**src/shared/msl_defines.svh**
```systemverilog
// timing counts and control constants for the master serial loader
`ifndef MSL_DEFINES_SVH
`define MSL_DEFINES_SVH
`define MSL_CLK_PERIOD_NS 4
`define MSL_RESTART_MIN_NS 500
`define MSL_RESTART_CYC ((`MSL_RESTART_MIN_NS + `MSL_CLK_PERIOD_NS - 1) / `MSL_CLK_PERIOD_NS)
`define MSL_CONFIG_CLOCK_OUT_HALF_CYC 6
`define MSL_CLEAR_CYC 64
`define MSL_MODE_MASTER_SERIAL 3'h0
`define MSL_CRC_W 16
`define MSL_CRC_POLY 16'h8005
`define MSL_APB_CTRL 12'h000
`define MSL_APB_STATUS 12'h004
`define MSL_APB_IRQ_STAT 12'h008
`define MSL_APB_IRQ_MASK 12'h00C
`define MSL_APB_BITCNT 12'h010
`define MSL_APB_CRC 12'h014
`define MSL_IRQ_DONE 0
`define MSL_IRQ_CRC_ERR 1
`define MSL_IRQ_RESTART 2
`define MSL_IRQ_BADMODE 3
`endif

```
**src/shared/msl_pkg.sv**
```systemverilog
// types for the master serial loader
`default_nettype none
package msl_pkg;
    typedef enum logic [2:0] {
        ST_RESTART,
        ST_CLEAR,
        ST_LOAD,
        ST_CHECK,
        ST_DONE,
        ST_ERROR,
        ST_IDLE
    } msl_state_e;

    typedef struct packed {
        logic config_clock_out;
        logic dout;
        logic init_oe;
        logic done_oe;
        logic pullup_en;
        logic pins_user;
    } msl_pins_s;

    typedef struct packed {
        logic [31:0] prdata;
        logic pready;
        logic pslverr;
    } msl_apb_rsp_s;
endpackage : msl_pkg
`default_nettype wire

```
**src/msl_loader.sv**
```systemverilog
// master serial configuration loader with apb status and control
// Function
// - all-zero mode select starts master serial load from serial memory.
// - config clock is generated internally and driven to the memory.
// - one bit captured on every rising config clock edge.
// - mode select sampled when init indicator is released high.
// - mode and pull-up select pins freed as user I/O after done.
// - pull-ups enabled during load when pull-up select is zero.
// - daisy output actively driven throughout configuration.
// - init indicator low while clearing, released at clearing end.
// - completion flag low during load, high only after success.
// - restart pulse of 500 ns or more clears and restarts loading.
// - crc error drives init indicator low.
`include "msl_defines.svh"
`default_nettype none
module msl_loader #(
    parameter int BITSTREAM_BITS = 1024,
    parameter int CLEAR_CYC = `MSL_CLEAR_CYC
) (
    input wire logic mclk_i,
    input wire logic rst_i,
    input wire logic program_restart_n_i,
    input wire logic [2:0] config_mode_select_i,
    input wire logic pullup_disable_select_i,
    input wire logic serial_config_in_i,
    input wire logic init_indicator_n_i,
    input wire logic done_i,
    input wire logic psel_i,
    input wire logic penable_i,
    input wire logic pwrite_i,
    input wire logic [11:0] paddr_i,
    input wire logic [31:0] pwdata_i,
    output logic [31:0] prdata_o,
    output logic pready_o,
    output logic pslverr_o,
    output logic config_clock_out_o,
    output logic config_clock_out_oe_o,
    output logic serial_daisy_out_o,
    output logic serial_daisy_out_oe_o,
    output logic init_indicator_n_o,
    output logic init_indicator_n_oe_o,
    output logic done_o,
    output logic done_oe_o,
    output logic user_pullup_en_o,
    output logic user_io_release_o,
    output logic irq_o
);
    localparam int RCW = $clog2(`MSL_RESTART_CYC + 1);

    typedef struct packed {
        msl_pkg::msl_state_e st;
        logic [1:0] prog_sync;
        logic [1:0] din_sync;
        logic [2:0] mode_s1;
        logic [2:0] mode_s2;
        logic hs_s1;
        logic hs_s2;
        logic [RCW-1:0] restart_cnt;
        logic restart_armed;
        logic [15:0] clear_cnt;
        logic [3:0] half_cnt;
        logic [31:0] bit_cnt;
        logic [`MSL_CRC_W-1:0] crc;
        logic [`MSL_CRC_W-1:0] crc_rx;
        logic [2:0] mode_latched;
        logic pullup_disable_select_latched;
        logic sw_restart;
        logic [3:0] irq_stat;
        logic [3:0] irq_mask;
        msl_pkg::msl_pins_s pins;
        msl_pkg::msl_apb_rsp_s apb;
        logic irq;
        logic drv_oe;
    } msl_reg_s;

    msl_reg_s r;
    msl_reg_s next_r;

    function automatic logic [`MSL_CRC_W-1:0] crc_step(input logic [`MSL_CRC_W-1:0] c,
                                                     input logic b);
        logic fb;
        fb = c[`MSL_CRC_W-1] ^ b;
        crc_step = {c[`MSL_CRC_W-2:0], 1'b0} ^ (fb ? `MSL_CRC_POLY : 16'h0000);
    endfunction : crc_step

    // an access to any other word answers with an error and reads as zero
    function automatic logic addr_mapped(input logic [11:0] a);
        unique case (a)
            `MSL_APB_CTRL,
            `MSL_APB_STATUS,
            `MSL_APB_IRQ_STAT,
            `MSL_APB_IRQ_MASK,
            `MSL_APB_BITCNT,
            `MSL_APB_CRC: addr_mapped = 1'b1;
            default: addr_mapped = 1'b0;
        endcase
    endfunction : addr_mapped

    logic apb_acc;
    logic apb_wr;
    logic [31:0] rd_val;
    logic [3:0] ev;
    logic config_clock_out_rise;
    logic restart_hit;
    logic [31:0] total_bits;

    always_comb begin
        next_r = r;
        ev = 4'h0;
        config_clock_out_rise = 1'b0;
        restart_hit = 1'b0;
        total_bits = 32'(BITSTREAM_BITS + `MSL_CRC_W);
        // pins from outside pass two flops before any use
        next_r.prog_sync = {r.prog_sync[0], program_restart_n_i};
        next_r.din_sync = {r.din_sync[0], serial_config_in_i};
        next_r.mode_s1 = config_mode_select_i;
        next_r.mode_s2 = r.mode_s1;
        next_r.hs_s1 = pullup_disable_select_i;
        next_r.hs_s2 = r.hs_s1;

        // restart pin: count a low pulse, act once it is long enough and rises
        if (!r.prog_sync[1]) begin
            if (r.restart_cnt != RCW'(`MSL_RESTART_CYC)) begin
                next_r.restart_cnt = r.restart_cnt + RCW'(1);
            end else begin
                next_r.restart_armed = 1'b1;
            end
        end else begin
            next_r.restart_cnt = '0;
            next_r.restart_armed = 1'b0;
            restart_hit = r.restart_armed || r.sw_restart;
        end
        next_r.sw_restart = 1'b0;

        unique case (r.st)
            msl_pkg::ST_RESTART: begin
                next_r.pins.init_oe = 1'b1;
                next_r.pins.done_oe = 1'b1;
                next_r.pins.config_clock_out = 1'b0;
                next_r.pins.pins_user = 1'b0;
                next_r.clear_cnt = '0;
                if (r.prog_sync[1]) begin
                    next_r.st = msl_pkg::ST_CLEAR;
                    ev[`MSL_IRQ_RESTART] = 1'b1;
                end
            end
            msl_pkg::ST_CLEAR: begin
                next_r.pins.init_oe = 1'b1;
                // hold off until the count ends and the restart pin reads high; the init input is not read
                if (r.clear_cnt != 16'(CLEAR_CYC - 1)) begin
                    next_r.clear_cnt = r.clear_cnt + 16'h0001;
                end else if (r.prog_sync[1]) begin
                    next_r.pins.init_oe = 1'b0;
                    next_r.mode_latched = r.mode_s2;
                    next_r.pullup_disable_select_latched = r.hs_s2;
                    next_r.bit_cnt = '0;
                    next_r.crc = '0;
                    next_r.crc_rx = '0;
                    next_r.half_cnt = '0;
                    if (r.mode_s2 == `MSL_MODE_MASTER_SERIAL) begin
                        next_r.st = msl_pkg::ST_LOAD;
                    end else begin
                        // other modes are not handled here
                        next_r.st = msl_pkg::ST_IDLE;
                        ev[`MSL_IRQ_BADMODE] = 1'b1;
                    end
                end
            end
            msl_pkg::ST_LOAD: begin
                // divided from the core clock, standing in for the oscillator
                if (r.half_cnt == 4'(`MSL_CONFIG_CLOCK_OUT_HALF_CYC - 1)) begin
                    next_r.half_cnt = '0;
                    next_r.pins.config_clock_out = !r.pins.config_clock_out;
                    config_clock_out_rise = !r.pins.config_clock_out;
                    // leave on a falling edge so the last high phase keeps its length
                    if (r.pins.config_clock_out && r.bit_cnt == total_bits) begin
                        next_r.st = msl_pkg::ST_CHECK;
                    end
                end else begin
                    next_r.half_cnt = r.half_cnt + 4'h1;
                end
                // data was presented after the previous rising edge, so it is settled
                if (config_clock_out_rise) begin
                    next_r.bit_cnt = r.bit_cnt + 32'h1;
                    next_r.pins.dout = r.din_sync[1];
                    if (r.bit_cnt < 32'(BITSTREAM_BITS)) begin
                        next_r.crc = crc_step(r.crc, r.din_sync[1]);
                    end else begin
                        next_r.crc_rx = {r.crc_rx[`MSL_CRC_W-2:0], r.din_sync[1]};
                    end
                end
            end
            msl_pkg::ST_CHECK: begin
                next_r.pins.config_clock_out = 1'b0;
                if (r.crc_rx == r.crc) begin
                    next_r.pins.done_oe = 1'b0;
                    next_r.pins.pins_user = 1'b1;
                    next_r.st = msl_pkg::ST_DONE;
                    ev[`MSL_IRQ_DONE] = 1'b1;
                end else begin
                    next_r.pins.init_oe = 1'b1;
                    next_r.st = msl_pkg::ST_ERROR;
                    ev[`MSL_IRQ_CRC_ERR] = 1'b1;
                end
            end
            msl_pkg::ST_DONE: begin
                next_r.pins.done_oe = 1'b0;
            end
            msl_pkg::ST_ERROR: begin
                next_r.pins.init_oe = 1'b1;
            end
            msl_pkg::ST_IDLE: begin
                next_r.pins.config_clock_out = 1'b0;
            end
            default: begin
                next_r.st = msl_pkg::ST_RESTART;
            end
        endcase

        if (restart_hit && r.st != msl_pkg::ST_RESTART) begin
            next_r.st = msl_pkg::ST_RESTART;
        end

        // a held restart pin overrides whatever the state machine chose
        if (!r.prog_sync[1]) begin
            next_r.st = msl_pkg::ST_RESTART;
        end

        // pull-ups follow the next state so they drop in the cycle done is released
        next_r.pins.pullup_en = (next_r.st == msl_pkg::ST_LOAD
                                 || next_r.st == msl_pkg::ST_CLEAR
                                 || next_r.st == msl_pkg::ST_CHECK) && !r.hs_s2;

        // apb: one wait state, pready is registered, access completes on second access-phase edge
        apb_acc = psel_i && penable_i && !r.apb.pready;
        apb_wr = apb_acc && pwrite_i;
        unique case (paddr_i)
            `MSL_APB_CTRL: rd_val = 32'h0;
            `MSL_APB_STATUS: rd_val = {21'h0, r.mode_latched, r.pullup_disable_select_latched,
                                       r.pins.pins_user, !r.pins.done_oe,
                                       !r.pins.init_oe, 1'b0, r.st};
            `MSL_APB_IRQ_STAT: rd_val = {28'h0, r.irq_stat};
            `MSL_APB_IRQ_MASK: rd_val = {28'h0, r.irq_mask};
            `MSL_APB_BITCNT: rd_val = r.bit_cnt;
            `MSL_APB_CRC: rd_val = {r.crc_rx, r.crc};
            default: rd_val = 32'h0;
        endcase
        next_r.apb.pready = apb_acc;
        next_r.apb.pslverr = apb_acc && !addr_mapped(paddr_i);
        next_r.apb.prdata = (apb_acc && !pwrite_i) ? rd_val : 32'h0;
        if (apb_wr && paddr_i == `MSL_APB_CTRL) begin
            next_r.sw_restart = pwdata_i[0];
        end
        if (apb_wr && paddr_i == `MSL_APB_IRQ_MASK) begin
            next_r.irq_mask = pwdata_i[3:0];
        end
        // set wins over write-one-to-clear
        if (apb_wr && paddr_i == `MSL_APB_IRQ_STAT) begin
            next_r.irq_stat = (r.irq_stat & ~pwdata_i[3:0]) | ev;
        end else begin
            next_r.irq_stat = r.irq_stat | ev;
        end
        next_r.irq = |(next_r.irq_stat & next_r.irq_mask);
        // config pins stay driven until they are handed to the user
        next_r.drv_oe = !next_r.pins.pins_user;
    end

    always_ff @(posedge mclk_i or posedge rst_i) begin
        if (rst_i) begin
            // restart pin synchroniser starts at its idle level: no false pulse
            r <= '{st: msl_pkg::ST_RESTART,
                   prog_sync: 2'h3,
                   drv_oe: 1'b1,
                   pins: '{init_oe: 1'b1, done_oe: 1'b1, default: 1'b0},
                   default: '0};
        end else begin
            r <= next_r;
        end
    end

    // every output is a flop except init_indicator_n_o and done_o, which are tied low
    assign prdata_o = r.apb.prdata;
    assign pready_o = r.apb.pready;
    assign pslverr_o = r.apb.pslverr;
    assign config_clock_out_o = r.pins.config_clock_out;
    assign config_clock_out_oe_o = r.drv_oe;
    assign serial_daisy_out_o = r.pins.dout;
    assign serial_daisy_out_oe_o = r.drv_oe;
    assign init_indicator_n_o = 1'b0;
    assign init_indicator_n_oe_o = r.pins.init_oe;
    assign done_o = 1'b0;
    assign done_oe_o = r.pins.done_oe;
    assign user_pullup_en_o = r.pins.pullup_en;
    assign user_io_release_o = r.pins.pins_user;
    assign irq_o = r.irq;
endmodule : msl_loader
`default_nettype wire

```
**config.mk**
```make
export PLATFORM = sky130hd
export DESIGN_NAME = msl_loader
export DESIGN_NICKNAME = d
export VERILOG_FILES = /design/src/shared/msl_pkg.sv /design/src/msl_loader.sv
export VERILOG_INCLUDE_DIRS = /design/src /design/src/shared
export SDC_FILE = /design/constraint.sdc
export NUM_CORES = 1
export LEC_CHECK = 0
export BUFFER_PORTS_ARGS = -buffer_cell sky130_fd_sc_hd__buf_2
export CORE_MARGIN = 2
export CORE_UTILIZATION = 40
export CTS_CLUSTER_DIAMETER = 200
export DETAILED_ROUTE_END_ITERATION = 10
export PLACE_DENSITY = 0.61
export REMOVE_ABC_BUFFERS = 1
export SLEW_MARGIN = 20
export SYNTH_ARGS = -nofsm -noshare
export SYNTH_HDL_FRONTEND = slang
export SYNTH_SLANG_ARGS = --single-unit
```
**constraint.sdc**
```tcl
create_clock -name mclk_i -period 11.6 [get_ports mclk_i]
set_clock_uncertainty 0.1 [all_clocks]
set_input_delay 1.16 -clock mclk_i [delete_from_list [all_inputs] [get_ports mclk_i]]
set_output_delay 1.16 -clock mclk_i [all_outputs]
set_load 0.01 [all_outputs]
```
Word-level counts from Yosys, hierarchy flattened
Index checks and enable logic that the tools add are counted.
Widths: inputs -> output; s select.
Operators by class
  add/sub/neg operators: 4
  order comparisons: 1
  eq/ne operators: 29
  mux-type cells: 49
  bitwise operators: 8
  reductions and logical operators: 47
Operators with widths (count)
  $pmux 32 s5: 1
  $mux 72: 2
  $pmux 68 s2: 1
  $mux 16: 4
  $mux 64: 1
  $add 32x1->32 const B: 1
  $eq 32x11->1 const B: 1
  $lt 32x11->1 const B: 1
  $mux 32: 1
  $pmux 16 s2: 1
  $eq 12x4->1 const B: 2
  $eq 12x5->1 const B: 2
  $mux 1: 21
  $ne 2x2->1 const B: 10
  $mux 3: 6
  $add 16x1->16 const B: 1
  $eq 16x16->1: 1
  $ne 16x6->1 const B: 1
  $xor 16x16->16: 1
  $pmux 3 s5: 1
  $eq 12x3->1 const B: 1
  $eq 3x2->1 const B: 4
  $logic_not 12->1: 1
  $mux 4: 3
  other kinds (30): 69
Storage, ports and cells
  bits in registers: 162
  output and inout port bits: 45

Logic depth before layout (Yosys ltp)
  depth after elaboration: 11
  mapped depth: 9
  mapped depth without buffers: 8

Worst setup path after synthesis
OpenSTA, ideal clock, no wires.
  path kind: input to register
  start point: in paddr_i[1]
  end point: reg r (netlist bit irq_o)
  library setup time: 126 ps
  arrival time: 3244 ps
  slack: 8130 ps
  stages on the path: 7
  buffers on the path: 1
  cell sequence: or4b_2 > nor4_2 > and4_1 > buf_2 > mux2_2 > a22o_1 > a221o_1
RTL lines
  start, declared: RTL line msl_loader.sv:31  | input wire logic [11:0] paddr_i,
  end signal, assigned: RTL line msl_loader.sv:271  | r <= '{st: msl_pkg::ST_RESTART,
  end signal, assigned: RTL line msl_loader.sv:277  | r <= next_r;
  end, declared: RTL line msl_loader.sv:76  | msl_reg_s r;

==> results.cfg <==
[run_status]
status = complete, no violations

[worst_setup_path]
cp.required_ns = 11.84
end_kind = flop
crit_family = simple AND/OR/NAND/NOR gates
critPathMaxFanout = 21
critPathMaxStageDelay_ns = 0.67
crit_type = input port to flop
worstSetupStartpointType = input port
cp_slowest_cell = or2_1
arrival_ns = 3.79
path_cells = buf_2, or4_1, nor3_1, nand3_1, or2_1, nor2_1
cp_num_buf_inv = 1

[detailed_routing]
wl_um = 17300
drt_iter0_drc = 358
dr_total_vias = 5532
vias_per_cell = 5.28
wl_per_cell_um = 16.5
drc = 0
ant_nets = 0
dr.pass1.iters = 5

[placement]
place_congestion = 0.839
hpwl_um = 11800
port_buffers = 69

[clock_tree]
post_cts_resized = 0
post-cts-setup-buffers = 0
numCtsBuffers = 17
clk_pin_slew_worst_paths_ns = 0.06
htreeDepth = 4
clock_latency_ns = 0.43
holdBufCountCts = 0
cts_tree = done
clock_path_buffers = 2
cts_num_sinks = 162
cts-root-buf = clkbuf_16

[timing]
hold_viol = 0
rsz0062_at_grt = no
setup_tns_ns = 0
fin_crit_ns = 3.54
whs_ns = 0.248
period_share = 0.305
slew_viol_final = 0
relSlewSlack = 0.368
tightestPinTransition_ns = 0.948
setup_violations = 0
fmax_ghz = 0.282

[yosys]
synth_flop_cell = dfrtp_1
synth.area.top_cells = dfrtp_1 50%, nor2_1 5.2%, xor2_1 3.8%
yosysUniqueCellTypes = 58
syn_avg_cell_area_sq_um = 10.5
yosysMostFrequentCell = dfrtp_1
yosysSeqAreaShare = 0.520
synthArstFlopShare = 1.00
synth_cells = 747
synth-edff-count = 0
netlist.area_leader.share = 0.503
synth-seq-cells = 162
yosysWarnings = 0
yosys.area.top_type = dfrtp_1
synthTopCellsByCount = 157 x dfrtp_1, 109 x nor2_1, 38 x nand2_1
synth_area_sq_um = 7810

[floorplan]
initial_utilization = 0.404
dieArea_sq_um = 20700
dieHeight_um = 144
rows = 51
ios = 102
coreArea_sq_um = 19300
die-width_um = 144

[power_and_ir_drop]
max-vdd-ir-drop_mv = 0.106
swShare = 0.204
p_seq_frac = 0.468
p_int_w = 0.000979
power_leakage_nw = 4.07
switchingPower_w = 0.000250
pwr-share-clk = 0.504
total_power_w = 0.00123
comb_power_share = 0.028
p_per_area_nw_per_um2 = 140

[min_path]
min_path_type = flop to flop

[global_route]
grt_pass1_vias = 5307
antenna_found_initial = 0
grt.total_usage = 0.176
grt-ovfl-total = 0
grt_max_degree = 89
grt_pass1_wl_um = 28200

[final_layout]
final_net_count = 834
diodes = 0
syn2layout_area_growth_pct = 12.1
layout-drive-gt1-share = 0.180
fillers = 1825

[run]
maxCapViolCount = 0
-- layout by cell type, fill, tap and decap left out, types with 4 or more instances in the layout --
cell	instances
nand4_1	18
and4_1	4
nor4_1	23
nand3_1	32
a21o_1	5
a22oi_1	9
nor2_1	109
nor3_1	21
bufinv_16	5
mux2_2	11
a22o_2	10
dfstp_2	5
buf_4	6
a21oi_1	15
and3_1	7
inv_1	14
xnor2_1	31
xor2_1	34
a22o_1	29
mux2i_1	24
ha_1	7
dfrtp_1	157
a211oi_1	4
or3_1	6
buf_2	69
o21ai_0	15
nand2_1	38
clkbuf_16	17
-- flip-flops by register name, indices dropped and copies added (netlist names) --
signal	flops
r	114
pslverr_o	1
user_pullup_en_o	1
serial_daisy_out_o	1
pready_o	1
prdata_o	32
next_r	6
init_indicator_n_oe_o	1
config_clock_out_o	1
config_clock_out_oe_o	1
done_oe_o	1
user_io_release_o	1
irq_o	1
-- worst reg2reg max path, cell delays in order, from the launching register on --
cell and delay (ns):
dfrtp_1 0.57, or3b_1 0.65, or4_4 0.66, nor4_4 0.77
a21o_1 0.20, a22o_1 0.14
-- power groups by stage --
stage               sequential [W]  clock (W)  combinational [W]
floorplan                 0.000585          0          0.0000197
global placement          0.000586          0          0.0000354
detailed placement        0.000586          0          0.0000356
CTS                       0.000575   0.000628          0.0000357
global route              0.000576   0.000654          0.0000395
finish                    0.000576   0.000619          0.0000346
-- area by class of cell --
class,count,area [sq um],area share
clock inverter,10,180,0.0206
inverter,15,61.3,0.00700
tap,265,332,0.0379
clock buffer,21,470,0.0537
sequential,162,4060,0.464
timing repair buffer,75,390,0.0446
multi-input combinational,499,3260,0.372
-- worst paths after layout --
path | startpoint | slack, ns | cells after the start | endpoint
worst max-delay path | paddr_i[9] | 8.06 | 6 | prdata_o[17]
worst min-delay path | next_r[149] | 0.25 | 0 | r[149]
worst max register to register | r[159] | 8.45 | 5 | r[86]
worst min register to register | next_r[149] | 0.25 | 0 | r[149]
max in group asynchronous | rst_i | 9.21 | 3 | r[123]
min in group asynchronous | rst_i | 0.77 | 2 | prdata_o[12]
-- metal layers --
metal	GRT usage	up-vias	wire, um
met2	0.286	136	8490
met4	0.0614	0	298
met1	0.237	2735	7910
met3	0.0320	22	613
li1	-	2639	-
met5	0	-	0
-- kinds of logic after synthesis --
family	count (synthesis)	share of synthesized area
compound gates	102	0.0987
xor+xnor	65	0.0729
fa+ha+maj	7	0.0112
buf+inv	87	0.0631
flops	162	0.520
mux	35	0.0466
other cells	1	0.000480
simple gates	288	0.187
-- through the flow --
step                      utilization  setup slack (ns)  instances  cell area (sq um)
after floorplan                     -              5.97        676               7380
after global placement          0.419              7.62       1016               8100
after detailed placement        0.419              7.59       1016               8100
after CTS                       0.453              8.04       1047               8750
after global routing            0.453              7.71       1047               8750
final                           0.453              8.06       1047               8750
Power figures use the tool's default switching activity.
